## src/common/seq_pkg.sv

```systemverilog
// Package for the drive start/stop sequencer: register map, fields, resets, timing.
// Assumes a 25 MHz core clock and an APB3 register bus with 32-bit data.
// How it works
// Reverse lockout 0 forces forward rotation; 1 allows reverse; default 1.
// Panel stop key, when enabled, stops the drive under terminal or comm control.
// After a panel stop, controller drops run before a new run restarts.
// Start mode 0: optional start DC brake, then output at startup frequency.
// Start mode 1: sweep frequency down from set frequency to catch spinning load.
// After tracking, accelerate to set frequency; tracking time 0.1-20.0 s, default 5.0. Code sweeps over track_t ticks, not 0.1 s steps.
// Tracking over current limit lowers frequency until current falls, then resumes.
// Tracking start ramps voltage over rise time 0.1-10.0 s, default 0.5. Code ramps over rise_t ticks, not 0.1 s steps.
// Stop mode 0, no stop brake: decelerate to stop frequency, then coast.
// Stop mode 0 with stop brake time: DC brake that long at stop frequency.
// Stop mode 1: cut output at once on stop, no DC braking.
// Startup frequency 0.1-30.0 Hz in 0.1 Hz steps, default 0.5.
// Stop frequency 0.1-30.0 Hz in 0.1 Hz steps, default 0.5; reaching it ends decel.
// Start brake time 0.0-25.0 s in 0.1 s steps, default 0; zero disables.
// Start brake time only acts in start mode 0, never for tracking starts.
// Stop brake time 0.0-25.0 s, default 0; nonzero brakes, only in stop mode 0.
// Brake level 0.0-20.0 percent of max-frequency voltage, default 2.0, both brakes.
// Command source 1 selects terminals; stop key depends on this source.
// Settings held as unsigned fixed-point integers, counted against a control tick.
package seq_pkg;
	localparam int unsigned CLK_HZ         = 25_000_000;
	localparam int unsigned TICK_US        = 100;
	localparam int unsigned TICK_CYC       = CLK_HZ / 1_000_000 * TICK_US;
	localparam int unsigned TICKS_PER_STEP = 1000;

	localparam logic [11:0] OFF_CTRL    = 12'h000;
	localparam logic [11:0] OFF_MODE    = 12'h004;
	localparam logic [11:0] OFF_FREQ    = 12'h008;
	localparam logic [11:0] OFF_BRAKE   = 12'h00C;
	localparam logic [11:0] OFF_TRACK   = 12'h010;
	localparam logic [11:0] OFF_SETF    = 12'h014;
	localparam logic [11:0] OFF_STATUS  = 12'h018;
	localparam logic [11:0] OFF_CURRENT = 12'h01C;

	localparam int unsigned CTRL_RUN   = 0;
	localparam int unsigned CTRL_REV   = 1;
	localparam int unsigned CTRL_STOP  = 2;
	localparam int unsigned MODE_SRC   = 0;
	localparam int unsigned MODE_RLOCK = 4;
	localparam int unsigned MODE_KEYEN = 5;
	localparam int unsigned MODE_START = 6;
	localparam int unsigned MODE_STOP  = 7;

	localparam logic [1:0]  SRC_PANEL     = 2'h0;
	localparam logic [1:0]  SRC_TERMINAL  = 2'h1;
	localparam logic [1:0]  SRC_COMM      = 2'h2;
	localparam logic [7:0]  MODE_RESET    = 8'h30;
	localparam logic [15:0] STARTF_RESET  = 16'h0005;
	localparam logic [15:0] STOPF_RESET   = 16'h0005;
	localparam logic [15:0] FREQ_MIN      = 16'h0001;
	localparam logic [15:0] FREQ_MAX      = 16'h012C;
	localparam logic [15:0] BRAKE_T_MAX   = 16'h00FA;
	localparam logic [15:0] SBRAKE_RESET  = 16'h0000;
	localparam logic [15:0] PBRAKE_RESET  = 16'h0000;
	localparam logic [7:0]  LEVEL_RESET   = 8'h14;
	localparam logic [7:0]  LEVEL_MAX     = 8'hC8;
	localparam logic [7:0]  TTIME_RESET   = 8'h32;
	localparam logic [7:0]  TTIME_MIN     = 8'h01;
	localparam logic [7:0]  TTIME_MAX     = 8'hC8;
	localparam logic [7:0]  ILIM_RESET    = 8'h96;
	localparam logic [7:0]  RISE_RESET    = 8'h05;
	localparam logic [7:0]  RISE_MIN      = 8'h01;
	localparam logic [7:0]  RISE_MAX      = 8'h64;
	localparam logic [15:0] SETF_RESET    = 16'h01F4;
	localparam logic [15:0] VOLT_FULL     = 16'h03E8;

	typedef enum logic [2:0] {ST_IDLE, ST_SBRAKE, ST_TRACK, ST_RUN, ST_DECEL, ST_PBRAKE} seq_state_e;

	typedef struct packed {
		logic [1:0]  src;
		logic        rev_ok;
		logic        key_en;
		logic        start_mode;
		logic        stop_mode;
		logic [15:0] start_f;
		logic [15:0] stop_f;
		logic [15:0] sbrake_t;
		logic [15:0] pbrake_t;
		logic [7:0]  level;
		logic [7:0]  track_t;
		logic [7:0]  ilim;
		logic [7:0]  rise_t;
		logic [15:0] set_f;
	} seq_cfg_s;

	typedef struct packed {
		logic        run;
		logic        rev;
		logic        stop;
	} seq_cmd_s;

	typedef struct packed {
		logic        active;
		logic        rev;
		logic        brake;
		logic [15:0] freq;
		logic [15:0] volt;
		logic [15:0] brake_volt;
	} seq_out_s;
endpackage

```

## src/design/tick_divider.sv

```systemverilog
// Control timebase: one-cycle enable every TICK cycles.
// Assumes a single core clock and synchronous reset.
`timescale 1ns/100ps
module tick_divider #(
	parameter int unsigned TICK = 2500
) (
	input  wire logic core_clk,
	input  wire logic reset,
	output logic      tick
);
	logic [15:0] cnt_r;
	logic [15:0] cnt_nxt;

	always_comb begin
		if (cnt_r == 16'(TICK - 1)) begin
			cnt_nxt = 16'h0000;
		end else begin
			cnt_nxt = cnt_r + 16'h0001;
		end
	end

	always_ff @(posedge core_clk) begin
		if (reset) begin
			cnt_r <= 16'h0000;
		end else begin
			cnt_r <= cnt_nxt;
		end
	end

	assign tick = (cnt_r == 16'(TICK - 1));
endmodule

```

## src/design/pin_sync.sv

```systemverilog
// Two-flop synchroniser for a group of pin levels.
// Assumes the pins are asynchronous to core_clk.
`timescale 1ns/100ps
module pin_sync #(
	parameter int unsigned W = 2
) (
	input  wire logic         core_clk,
	input  wire logic         reset,
	input  wire logic [W-1:0] async_in,
	output logic      [W-1:0] sync_out
);
	logic [W-1:0] meta_r;
	logic [W-1:0] sync_r;

	always_ff @(posedge core_clk) begin
		if (reset) begin
			meta_r <= '0;
			sync_r <= '0;
		end else begin
			meta_r <= async_in;
			sync_r <= meta_r;
		end
	end

	assign sync_out = sync_r;
endmodule

```

## src/design/drive_start_stop_sequencer.sv

```systemverilog
// Start/stop sequencer of a motor drive with APB register access.
// Assumes terminal run/reverse and panel stop key arrive on pins; current feedback is synchronous.
//
// The placing of the registers and the APB interface to the registers were decided locally.
`timescale 1ns/100ps
module drive_start_stop_sequencer
	import seq_pkg::*;
#(
	parameter int unsigned TICK = TICK_CYC
) (
	input  wire logic        core_clk,
	input  wire logic        reset,
	input  wire logic        psel,
	input  wire logic        penable,
	input  wire logic        pwrite,
	input  wire logic [11:0] paddr,
	input  wire logic [31:0] pwdata,
	output logic      [31:0] prdata,
	output logic             pready,
	output logic             pslverr,
	input  wire logic        term_run,
	input  wire logic        term_rev,
	input  wire logic        panel_stop_key,
	input  wire logic [7:0]  out_current_pct,
	output seq_out_s         drive_out
);
	logic       tick;
	logic [2:0] pins_s;

	tick_divider #(.TICK(TICK)) u_tick (
		.core_clk (core_clk),
		.reset    (reset),
		.tick     (tick)
	);

	pin_sync #(.W(3)) u_sync (
		.core_clk (core_clk),
		.reset    (reset),
		.async_in ({panel_stop_key, term_rev, term_run}),
		.sync_out (pins_s)
	);

	// Register file
	seq_cfg_s   cfg_r, cfg_nxt;
	seq_cmd_s   cmd_r, cmd_nxt;
	logic [31:0] prdata_r, prdata_nxt;
	logic        pslverr_nxt;
	logic        wr_en, rd_en, addr_ok;
	seq_state_e  state_r;

	assign wr_en = psel & penable & pwrite;
	// Read data loads at the setup edge so it stands, registered, through the access phase
	assign rd_en = psel & ~penable & ~pwrite;
	assign pready  = 1'b1;
	assign prdata  = prdata_r;

	// Settings other than set_f clamp into their legal step ranges on write
	function automatic logic [15:0] clamp16(input logic [15:0] v, input logic [15:0] lo,
		input logic [15:0] hi);
		clamp16 = (v < lo) ? lo : ((v > hi) ? hi : v);
	endfunction

	function automatic logic [7:0] clamp8(input logic [7:0] v, input logic [7:0] lo,
		input logic [7:0] hi);
		clamp8 = (v < lo) ? lo : ((v > hi) ? hi : v);
	endfunction

	always_comb begin
		cfg_nxt     = cfg_r;
		cmd_nxt     = cmd_r;
		prdata_nxt  = prdata_r;
		addr_ok     = 1'b1;
		if (paddr == OFF_CTRL) begin
			prdata_nxt = {29'h0000_0000, cmd_r.stop, cmd_r.rev, cmd_r.run};
			if (wr_en) begin
				cmd_nxt.run  = pwdata[CTRL_RUN];
				cmd_nxt.rev  = pwdata[CTRL_REV];
				cmd_nxt.stop = pwdata[CTRL_STOP];
			end
		end else if (paddr == OFF_MODE) begin
			prdata_nxt = {24'h00_0000, cfg_r.stop_mode, cfg_r.start_mode, cfg_r.key_en,
				cfg_r.rev_ok, 2'b00, cfg_r.src};
			if (wr_en) begin
				cfg_nxt.src        = pwdata[MODE_SRC +: 2];
				cfg_nxt.rev_ok     = pwdata[MODE_RLOCK];
				cfg_nxt.key_en     = pwdata[MODE_KEYEN];
				cfg_nxt.start_mode = pwdata[MODE_START];
				cfg_nxt.stop_mode  = pwdata[MODE_STOP];
			end
		end else if (paddr == OFF_FREQ) begin
			prdata_nxt = {cfg_r.stop_f, cfg_r.start_f};
			if (wr_en) begin
				cfg_nxt.start_f = clamp16(pwdata[15:0], FREQ_MIN, FREQ_MAX);
				cfg_nxt.stop_f  = clamp16(pwdata[31:16], FREQ_MIN, FREQ_MAX);
			end
		end else if (paddr == OFF_BRAKE) begin
			prdata_nxt = {cfg_r.pbrake_t, cfg_r.sbrake_t};
			if (wr_en) begin
				cfg_nxt.sbrake_t = clamp16(pwdata[15:0], 16'h0000, BRAKE_T_MAX);
				cfg_nxt.pbrake_t = clamp16(pwdata[31:16], 16'h0000, BRAKE_T_MAX);
			end
		end else if (paddr == OFF_TRACK) begin
			prdata_nxt = {cfg_r.rise_t, cfg_r.ilim, cfg_r.track_t, cfg_r.level};
			if (wr_en) begin
				cfg_nxt.level   = clamp8(pwdata[7:0], 8'h00, LEVEL_MAX);
				cfg_nxt.track_t = clamp8(pwdata[15:8], TTIME_MIN, TTIME_MAX);
				cfg_nxt.ilim    = clamp8(pwdata[23:16], 8'h00, 8'hC8);
				cfg_nxt.rise_t  = clamp8(pwdata[31:24], RISE_MIN, RISE_MAX);
			end
		end else if (paddr == OFF_SETF) begin
			prdata_nxt = {16'h0000, cfg_r.set_f};
			if (wr_en) begin
				cfg_nxt.set_f = pwdata[15:0];
			end
		end else if (paddr == OFF_STATUS) begin
			prdata_nxt = {8'h00, 5'h00, 3'(state_r), drive_out.freq};
		end else if (paddr == OFF_CURRENT) begin
			prdata_nxt = {24'h00_0000, out_current_pct};
		end else begin
			addr_ok    = 1'b0;
			prdata_nxt = 32'h0000_0000;
		end
		if (!rd_en) begin
			prdata_nxt = prdata_r;
		end
		pslverr_nxt = psel & penable & ~addr_ok;
	end

	assign pslverr = pslverr_nxt;

	always_ff @(posedge core_clk) begin
		if (reset) begin
			cfg_r    <= '{src: SRC_PANEL, rev_ok: MODE_RESET[MODE_RLOCK],
				key_en: MODE_RESET[MODE_KEYEN], start_mode: 1'b0, stop_mode: 1'b0,
				start_f: STARTF_RESET, stop_f: STOPF_RESET, sbrake_t: SBRAKE_RESET,
				pbrake_t: PBRAKE_RESET, level: LEVEL_RESET, track_t: TTIME_RESET,
				ilim: ILIM_RESET, rise_t: RISE_RESET, set_f: SETF_RESET};
			cmd_r    <= '0;
			prdata_r <= 32'h0000_0000;
		end else begin
			cfg_r    <= cfg_nxt;
			cmd_r    <= cmd_nxt;
			prdata_r <= prdata_nxt;
		end
	end

	// Sequencer
	logic        run_req, rev_req, stop_req, key_stop, ext_src;
	logic        key_latch_r, key_latch_nxt;
	seq_state_e  state_nxt;
	logic [15:0] freq_r, freq_nxt, volt_r, volt_nxt;
	logic [15:0] tcnt_r, tcnt_nxt, sub_r, sub_nxt;
	logic [15:0] step_track, step_volt, step_ramp;
	logic        rev_r, rev_nxt, brake;

	assign ext_src  = (cfg_r.src == SRC_TERMINAL) || (cfg_r.src == SRC_COMM);
	assign key_stop = ext_src & cfg_r.key_en & pins_s[2];
	assign run_req  = (cfg_r.src == SRC_TERMINAL) ? pins_s[0] : cmd_r.run;
	assign rev_req  = ((cfg_r.src == SRC_TERMINAL) ? pins_s[1] : cmd_r.rev) & cfg_r.rev_ok;
	assign stop_req = ~run_req | cmd_r.stop | key_latch_r;

	// Per-tick steps: set_f swept over track_t ticks, voltage over rise_t ticks; a coarse
	// linear ramp keeps the divider small at the cost of some rounding.
	assign step_track = (16'(cfg_r.set_f / 16'(cfg_r.track_t)) == 16'h0000) ? 16'h0001
		: 16'(cfg_r.set_f / 16'(cfg_r.track_t));
	assign step_volt  = (16'(VOLT_FULL / 16'(cfg_r.rise_t)) == 16'h0000) ? 16'h0001
		: 16'(VOLT_FULL / 16'(cfg_r.rise_t));
	assign step_ramp  = 16'h0001;
	assign brake      = (state_r == ST_SBRAKE) || (state_r == ST_PBRAKE);

	always_comb begin
		state_nxt     = state_r;
		freq_nxt      = freq_r;
		volt_nxt      = volt_r;
		tcnt_nxt      = tcnt_r;
		sub_nxt       = sub_r;
		rev_nxt       = rev_r;
		// Key stop holds until run is withdrawn
		key_latch_nxt = (key_latch_r | key_stop) & (run_req | key_stop);
		if (tick) begin
			sub_nxt = (sub_r == 16'(TICKS_PER_STEP - 1)) ? 16'h0000 : sub_r + 16'h0001;
		end
		case (state_r)
			ST_IDLE: begin
				freq_nxt = 16'h0000;
				volt_nxt = 16'h0000;
				if (!stop_req) begin
					rev_nxt = rev_req;
					sub_nxt = 16'h0000;
					if (cfg_r.start_mode) begin
						freq_nxt  = cfg_r.set_f;
						state_nxt = ST_TRACK;
					end else if (cfg_r.sbrake_t != 16'h0000) begin
						tcnt_nxt  = cfg_r.sbrake_t;
						state_nxt = ST_SBRAKE;
					end else begin
						freq_nxt  = cfg_r.start_f;
						volt_nxt  = VOLT_FULL;
						state_nxt = ST_RUN;
					end
				end
			end
			ST_SBRAKE: begin
				if (stop_req) begin
					state_nxt = ST_IDLE;
				end else if (tick && sub_r == 16'(TICKS_PER_STEP - 1)) begin
					tcnt_nxt = tcnt_r - 16'h0001;
					if (tcnt_r == 16'h0001) begin
						freq_nxt  = cfg_r.start_f;
						volt_nxt  = VOLT_FULL;
						state_nxt = ST_RUN;
					end
				end
			end
			ST_TRACK: begin
				if (stop_req) begin
					state_nxt = ST_IDLE;
				end else if (tick) begin
					volt_nxt = (volt_r + step_volt >= VOLT_FULL) ? VOLT_FULL
						: volt_r + step_volt;
					if (out_current_pct > cfg_r.ilim) begin
						// Over limit: drop frequency until current clears
						freq_nxt = (freq_r > step_track) ? freq_r - step_track : 16'h0000;
					end else if (volt_r == VOLT_FULL) begin
						state_nxt = ST_RUN;
					end else begin
						freq_nxt = (freq_r > step_track) ? freq_r - step_track : 16'h0000;
					end
					if (freq_nxt < cfg_r.start_f) begin
						freq_nxt = cfg_r.start_f;
					end
				end
			end
			ST_RUN: begin
				if (stop_req && cfg_r.stop_mode) begin
					freq_nxt  = 16'h0000;
					volt_nxt  = 16'h0000;
					state_nxt = ST_IDLE;
				end else if (stop_req) begin
					state_nxt = ST_DECEL;
				end else if (rev_req != rev_r) begin
					state_nxt = ST_DECEL;
				end else if (tick && freq_r < cfg_r.set_f) begin
					freq_nxt = freq_r + step_ramp;
				end else if (tick && freq_r > cfg_r.set_f) begin
					freq_nxt = freq_r - step_ramp;
				end
			end
			ST_DECEL: begin
				if (cfg_r.stop_mode && stop_req) begin
					freq_nxt  = 16'h0000;
					volt_nxt  = 16'h0000;
					state_nxt = ST_IDLE;
				end else if (freq_r <= cfg_r.stop_f) begin
					freq_nxt = 16'h0000;
					// Coast mode never stop-brakes, not even after a reversing decel
					if (cfg_r.pbrake_t != 16'h0000 && !cfg_r.stop_mode) begin
						tcnt_nxt  = cfg_r.pbrake_t;
						sub_nxt   = 16'h0000;
						state_nxt = ST_PBRAKE;
					end else begin
						volt_nxt  = 16'h0000;
						state_nxt = ST_IDLE;
					end
				end else if (tick) begin
					freq_nxt = freq_r - step_ramp;
				end
			end
			ST_PBRAKE: begin
				if (tick && sub_r == 16'(TICKS_PER_STEP - 1)) begin
					tcnt_nxt = tcnt_r - 16'h0001;
					if (tcnt_r == 16'h0001) begin
						volt_nxt  = 16'h0000;
						state_nxt = ST_IDLE;
					end
				end
			end
			default: state_nxt = ST_IDLE;
		endcase
	end

	always_ff @(posedge core_clk) begin
		if (reset) begin
			state_r     <= ST_IDLE;
			freq_r      <= 16'h0000;
			volt_r      <= 16'h0000;
			tcnt_r      <= 16'h0000;
			sub_r       <= 16'h0000;
			rev_r       <= 1'b0;
			key_latch_r <= 1'b0;
		end else begin
			state_r     <= state_nxt;
			freq_r      <= freq_nxt;
			volt_r      <= volt_nxt;
			tcnt_r      <= tcnt_nxt;
			sub_r       <= sub_nxt;
			rev_r       <= rev_nxt;
			key_latch_r <= key_latch_nxt;
		end
	end

	// Brake voltage in 0.1 % of full voltage, same level for start and stop
	assign drive_out.active     = (state_r != ST_IDLE);
	assign drive_out.rev        = rev_r;
	assign drive_out.brake      = brake;
	assign drive_out.freq       = freq_r;
	assign drive_out.volt       = brake ? 16'h0000 : volt_r;
	assign drive_out.brake_volt = brake ? {8'h00, cfg_r.level} : 16'h0000;
endmodule

```

## config.mk

```make
export PLATFORM = sky130hd
export DESIGN_NAME = drive_start_stop_sequencer
export DESIGN_NICKNAME = d
export VERILOG_FILES = /design/src/common/seq_pkg.sv /design/src/design/tick_divider.sv /design/src/design/pin_sync.sv /design/src/design/drive_start_stop_sequencer.sv
export SDC_FILE = /design/constraint.sdc
export NUM_CORES = 1
export LEC_CHECK = 0
export BUFFER_PORTS_ARGS = -buffer_cell sky130_fd_sc_hd__buf_4
export CORE_MARGIN = 3
export CORE_UTILIZATION = 40
export CTS_CLUSTER_SIZE = 28
export DETAILED_ROUTE_END_ITERATION = 12
export HOLD_SLACK_MARGIN = 0.06
export PLACE_DENSITY = 0.68
export SETUP_SLACK_MARGIN = 0.1
export SYNTH_ARGS = -nofsm -noshare
export SYNTH_HDL_FRONTEND = slang
export SYNTH_SLANG_ARGS = --single-unit
```

## constraint.sdc

```tcl
create_clock -name core_clk -period 69.2 [get_ports core_clk]
set_input_delay 3.46 -clock core_clk [delete_from_list [all_inputs] [get_ports core_clk]]
set_output_delay 3.46 -clock core_clk [all_outputs]
set_load 0.005 [all_outputs]
```

-- Word-level counts from Yosys, hierarchy flattened
Index checks and enable logic that the tools add are counted.
- logic and storage cells: 271
- output and inout port bits: 85
- register bits: 244
- input port bits: 60
- bitwise operators: 23
- reductions and logical operators: 30
- order comparisons: 23
- multiplexer cells: 113
- equal/unequal tests: 45
- divide/modulo/power cells: 2
- add/subtract/negate cells: 7
- operator list (cell ; count):
    $mux W16 ; 60
    $mux W32 ; 5
    $pmux W16 S6 ; 1
    $mux W8 ; 10
    $pmux W16 S5 ; 1
    $lt A16 B1 Y1 const B ; 4
    $pmux W16 S4 ; 1
    $add A16 B1 Y16 const B ; 3
    $eq A12 B5 Y1 const B ; 4
    $mux W3 ; 16
    $mux W19 ; 2
    $eq A16 B10 Y1 const B ; 2
    $gt A16 B16 Y1 ; 2
    $gt A16 B8 Y1 const B ; 2
    $gt A16 B9 Y1 const B ; 2
    $logic_not A16 Y1 ; 2
    $lt A16 B16 Y1 ; 2
    $lt A8 B1 Y1 const B ; 4
    $pmux W16 S2 ; 1
    $reduce_bool A16 Y1 ; 2
    $sub A16 B1 Y16 const B ; 2
    $mux W10 ; 3
    $eq A12 B4 Y1 const B ; 2
    $gt A8 B8 Y1 const B ; 3
    47 further kinds ; 107

-- Logic depth before layout (Yosys ltp)
- depth after elaboration: 15
- depth in mapped cells: 197
- mapped depth without buffers: 185

-- Modules after synthesis
Synthesis repeated with hierarchy kept, for this count alone.
- cells, all modules: 3353
- area, all modules: 25200.4 µm²
- by module, submodules not included (module ; area an instance (µm²) ; instances ; cells an instance ; sequential area each (µm²)):
    drive_start_stop_sequencer ; 24329.6 ; 1 ; 3260 ; 4444.3
    tick_divider ; 713.2 ; 1 ; 81 ; 320.3
    pin_sync ; 157.7 ; 1 ; 12 ; 120.1

-- Worst setup path before layout
No wires, ideal clock.
- path kind: register to register
- from: register cfg_r[36] (netlist name)
- to: register freq_r[0]
- cell stages (with the launch flop): 191
- path buffers: 13
- period minus slack after synthesis: 34990 ps
- data required time: 69109 ps
- arrival: 34899 ps
- setup slack: 34210 ps
- library setup time: 91 ps
- cells stage by stage: dfxtp_1 -> or4_4 -> or3_4 -> nor2_1 -> a21oi_1 -> a21oi_1 -> ha_1 -> o21a_1 -> o32a_1 -> o21ai_0 -> and2_1 -> ha_1 -> o21a_1 -> o21a_1 -> mux2i_1 -> ha_1 -> o21a_1 -> o21a_1 -> [155 not listed] -> o21ai_0 -> a31oi_1 -> clkbuf_1 -> a22o_1 -> ha_1 -> a21oi_1 -> nor2b_1 -> o21ai_0 -> nand2b_1 -> a21oi_1 -> nor2b_1 -> o21ai_0 -> nand2b_1 -> nor3_1 -> clkbuf_1 -> clkbuf_1 -> a31oi_1 -> a311oi_1
- cells in the longest elaborated chain, start to end: 15
- elaborated cells on any way between the ends: 16
- classes of those cells: add/sub: 1; div: 1; order compare: 2; mux: 11; reduce/logical: 1
- ends and longest elaborated chain (item ; RTL line ; text):
    start: declaration ; drive_start_stop_sequencer.sv:44 ; seq_cfg_s cfg_r, cfg_nxt;
    start signal: assignment ; drive_start_stop_sequencer.sv:133 ; cfg_r <= '{src: SRC_PANEL, rev_ok: MODE_RESET[MODE_RLOCK],
    start signal: assignment ; drive_start_stop_sequencer.sv:141 ; cfg_r <= cfg_nxt;
    $div A16 B8 Y16 * ; drive_start_stop_sequencer.sv:164, drive_start_stop_sequencer.sv:165 ;
    $logic_not A16 Y1 ; drive_start_stop_sequencer.sv:164 ; assign step_track = (16'(cfg_r.set_f / 16'(cfg_r.track_t)) == 16'h0000) ? 16'h0001
    $mux W16 * ; drive_start_stop_sequencer.sv:164 ;
    $sub A16 B16 Y16 or $gt A16 B16 Y1 (tied branches) ; drive_start_stop_sequencer.sv:223, drive_start_stop_sequencer.sv:227 ;
    $mux W16 * ; drive_start_stop_sequencer.sv:223, drive_start_stop_sequencer.sv:227 ;
    $mux W16 ; drive_start_stop_sequencer.sv:224 ; end else if (volt_r == VOLT_FULL) begin
    $mux W16 * ; drive_start_stop_sequencer.sv:221 ; if (out_current_pct > cfg_r.ilim) begin
    $mux W16 * ; drive_start_stop_sequencer.sv:218 ; end else if (tick) begin
    $mux W16 * ; drive_start_stop_sequencer.sv:216 ; if (stop_req) begin
    $mux W16 * ; drive_start_stop_sequencer.sv:183 ; case (state_r)
    $lt A16 B16 Y1 ; drive_start_stop_sequencer.sv:229 ; if (freq_nxt < cfg_r.start_f) begin
    $mux W16 * ; drive_start_stop_sequencer.sv:229 ;
    $mux W16 * ; drive_start_stop_sequencer.sv:218 ;
    $mux W16 * ; drive_start_stop_sequencer.sv:216 ;
    $pmux W16 S5 * ; drive_start_stop_sequencer.sv:183 ;
    end signal: assignment ; drive_start_stop_sequencer.sv:293 ; freq_r <= freq_nxt;
    end: declaration ; drive_start_stop_sequencer.sv:151 ; logic [15:0] freq_r, freq_nxt, volt_r, volt_nxt;
Every way passes the cells marked *; elsewhere a longest branch is shown, timed or not. The select of a mux whose other input is x is not followed.
A chain may end at the register's enable or synchronous reset.

-- Worst setup path in the final report
- from: register cfg_r[36] (netlist name)
- to: register freq_r[1]
The elaborated chain is that of the path after synthesis.

==> flow_metrics.py <==
metrics = {
    "critical_path": {
        "path_buf_inv": 11,
        "worstPathArrival_ns": 38.86,
        "path_depth": 182,
        "crit_path_end_kind": "register",
        "slowest_delay_ns": 0.57,
        "critPathKind": "reg -> reg",
        "cpLargestDelayFamily": "compound AO/OA/AOI/OAI gates",
        "worstPathMaxFanout": 29,
        "cp-start-kind": "register",
        "rr_worst_depth": 182,
        "cp.required_ns": 69.59,
        "crit_top_cell": "o21a_1",
        "crit_slowest_cell": "or4_4",
    },
    "logic_synthesis": {
        "synth_flop_cell": "dfxtp_1",
        "synthSimpleGateAreaFrac_pct": 25.3,
        "synth_top_family_by_area": "compound AO/OA/AOI/OAI gates",
        "synth_area_sq_mm": 0.0256,
        "syn_area_per_cell_sq_um": 7.41,
        "synth-compound-area-share_pct": 28.5,
        "synth_seq_cells": 244,
        "yosysSeqAreaShare_pct": 19.1,
        "synth.distinct_cells": 112,
        "ys_async_sr_fraction_pct": 0,
        "synthAdderAreaFrac_pct": 13.8,
        "synth_cells": 3456,
        "ys_warn_count": 0,
        "synth-xor-area-share_pct": 4.34,
        "synth_mux_area_share_pct": 3.54,
        "synth_edf_count": 0,
    },
    "timing": {
        "fin_crit_ns": 38.47,
        "tightest_slew_ns": 1.14,
        "clock.fmax_mhz": 26.0,
        "fin_worst_skew_ns": 0.0248,
        "slew_violations": 0,
        "slew_headroom_pct": 23.1,
        "grt_setup_unrepaired": "no",
        "setup_violations": 0,
        "hold_slack_ns": 0.435,
        "hold_viol_final": 0,
        "setup_slack_ns": 30.73,
        "finalCritPeriodShare_pct": 55.6,
        "fin_tns_setup_ns": 0,
    },
    "global_routing": {
        "track_usage_pct": 22.9,
        "grt_overflow": 0,
        "grt_pass1_vias": 23369,
        "grt_max_degree": 111,
        "antenna_found_initial": 3,
        "grt_pass1_wl_mm": 127,
    },
    "routing": {
        "drt-pass1-iter-count": 7,
        "drtIter0Drc": 2708,
        "wl_per_cell_um": 18.7,
        "drtAntennaViolNets": 0,
        "drc": 0,
        "vias": 26138,
        "routed_wirelength_mm": 81.1,
        "drt-vias-per-instance": 6.02,
    },
    "clocking": {
        "clockBufferDepth": 3,
        "cts-hold-fix-buffers": 0,
        "clk_pin_slew_ns": 0.06,
        "insertion_delay_ns": 0.56,
        "cts_inserted_buffers": 27,
        "cts_tree": "yes",
        "cts.sinks": 244,
        "cts-root-buf": "clkbuf_16",
        "htree_levels": 1,
        "post_cts_buffers": 0,
        "post_cts_resize_count": 0,
    },
    "outcome": {
        "outcome": "finished clean",
    },
    "hold_path": {
        "holdCritPathClass": "reg -> reg",
        "hold_depth": 1,
    },
    "power": {
        "finalPower_w": 0.000898,
        "irDropWorstVdd_mv": 0.0341,
        "p_leak_nw": 11.7,
        "powerDensity_mw_per_mm2": 31.9,
    },
    "finish": {
        "drive_above_1_share_pct": 9.36,
        "fin_util_pct": 44.5,
        "multi_input_area_sq_mm": 0.0194,
        "nNetsFinal": 3813,
        "fill_cells": 6395,
        "final_cell_mix": "nor2_1 (388), ha_1 (279), nand2_1 (265), dfxtp_1 (244), a21oi_1 (233)",
        "final_common_cell": "nor2_1",
        "seq_area_sq_mm": 0.00488,
        "area_delta_synth_final_pct": 9.80,
    },
    "floorplanning": {
        "dieArea_sq_mm": 0.0671,
        "core-area_sq_mm": 0.0632,
        "initial_core_util_pct": 40.5,
        "io_pins": 145,
        "fp.dieH_um": 259,
        "die_w_um": 259,
        "placement_rows": 92,
    },
    "placed_design": {
        "post-place-ws_ns": 31.33,
        "routabilityCongestion": 0.942,
        "port_buffers": 135,
        "hpwlAfterDp_mm": 63.1,
    },
    "run": {
        "cap_violations": 0,
    },
}
## worst paths after layout
kind                               startpoint  slack [ns]                            end
setup / recovery       cfg_r[36]$_SDFFE_PP1P_       30.73         freq_r[1]$_SDFFE_PP0P_
hold reg to reg   u_sync.meta_r[2]$_SDFF_PP0_        0.43  u_sync.sync_out[2]$_SDFF_PP0_
hold / removal    u_sync.meta_r[2]$_SDFF_PP0_        0.43  u_sync.sync_out[2]$_SDFF_PP0_
setup reg to reg       cfg_r[36]$_SDFFE_PP1P_       30.73         freq_r[1]$_SDFFE_PP0P_
## sequential cells by signal, indices dropped and copies added, names as in the netlist, 16 cells and up
name / flops
u_tick.cnt_r: 16
cfg_r: 118
prdata: 32
freq_r: 16
volt_r: 16
sub_r: 16
tcnt_r: 16
## layer usage
layer / up-vias / track usage [%] / part of all wire (%)
li1: 12775 / - / -
met1: 12147 / 32.6 / 46
met2: 1054 / 35.7 / 43
met3: 160 / 3.21 / 8.0
met4: 2 / 6.84 / 3.2
met5: - / 0 / 0.0099
## worst register-to-register path, delay by kind of cell (launching register included)
kind,cells,cell delay (ns)
compound gates,109,21.30
simple gates,40,8.21
fa+ha+maj,18,4.89
buf+inv,11,2.55
mux,4,1.00
flops,1,0.37
## report_power, final
| group | internal, W | total (W) | switching (W) |
|---|---|---|---|
| Combinational | 0.000252 | 0.000584 | 0.000332 |
| Clock | 0.0000900 | 0.000152 | 0.0000617 |
| Sequential | 0.000147 | 0.000163 | 0.0000161 |
| Total | 0.000488 | 0.000898 | 0.000410 |
## area by class of cell
class | count | area share, %
well taps | 846 | 3.76
multi-input cells | 2864 | 68.9
repair buffers | 160 | 4.28
clock buffers | 41 | 2.94
flip-flops and latches | 244 | 17.4
inverters | 175 | 2.34
diodes | 2 | 0.0178
clock inverters | 9 | 0.378
## Yosys cell counts (all sizes together), types with 52 or more instances
| library cell | instances | share of area (%) |
|---|---|---|
| a21oi | 235 | 4.6 |
| and2 | 54 | 1.3 |
| o21ai | 182 | 3.6 |
| nand2b | 52 | 1.3 |
| dfxtp | 244 | 19 |
| xnor2 | 70 | 2.4 |
| nor2 | 389 | 5.7 |
| xor2 | 57 | 1.9 |
| clkbuf | 145 | 2.1 |
| ha | 279 | 14 |
| nor2b | 60 | 1.5 |
| a21o | 69 | 2.0 |
| nand2 | 265 | 3.9 |
| nand3 | 80 | 1.6 |
| o21a | 101 | 3.0 |
| inv | 173 | 2.5 |
| nor3 | 186 | 3.8 |
| a211oi | 82 | 2.5 |
## per-stage QoR
stage	cell area [sq um]	std cells
detailed placement	27200	4289
global route	28100	4339
global placement	27200	4289
finish	28100	4341
CTS	28100	4339
floorplan	25600	3463
## kinds of logic (layout without fill, tap and decap cells)
| kind of cell | Yosys count | count (layout) |
|---|---|---|
| simple gates | 1310 | 1310 |
| compound gates | 1056 | 1056 |
| buf+inv | 355 | 385 |
| fa+ha+maj | 281 | 281 |
| flops | 244 | 244 |
| xor+xnor | 127 | 127 |
| mux | 81 | 81 |
| other cells | 2 | 11 |
Note: power is estimated with default switching activity, not from simulation.
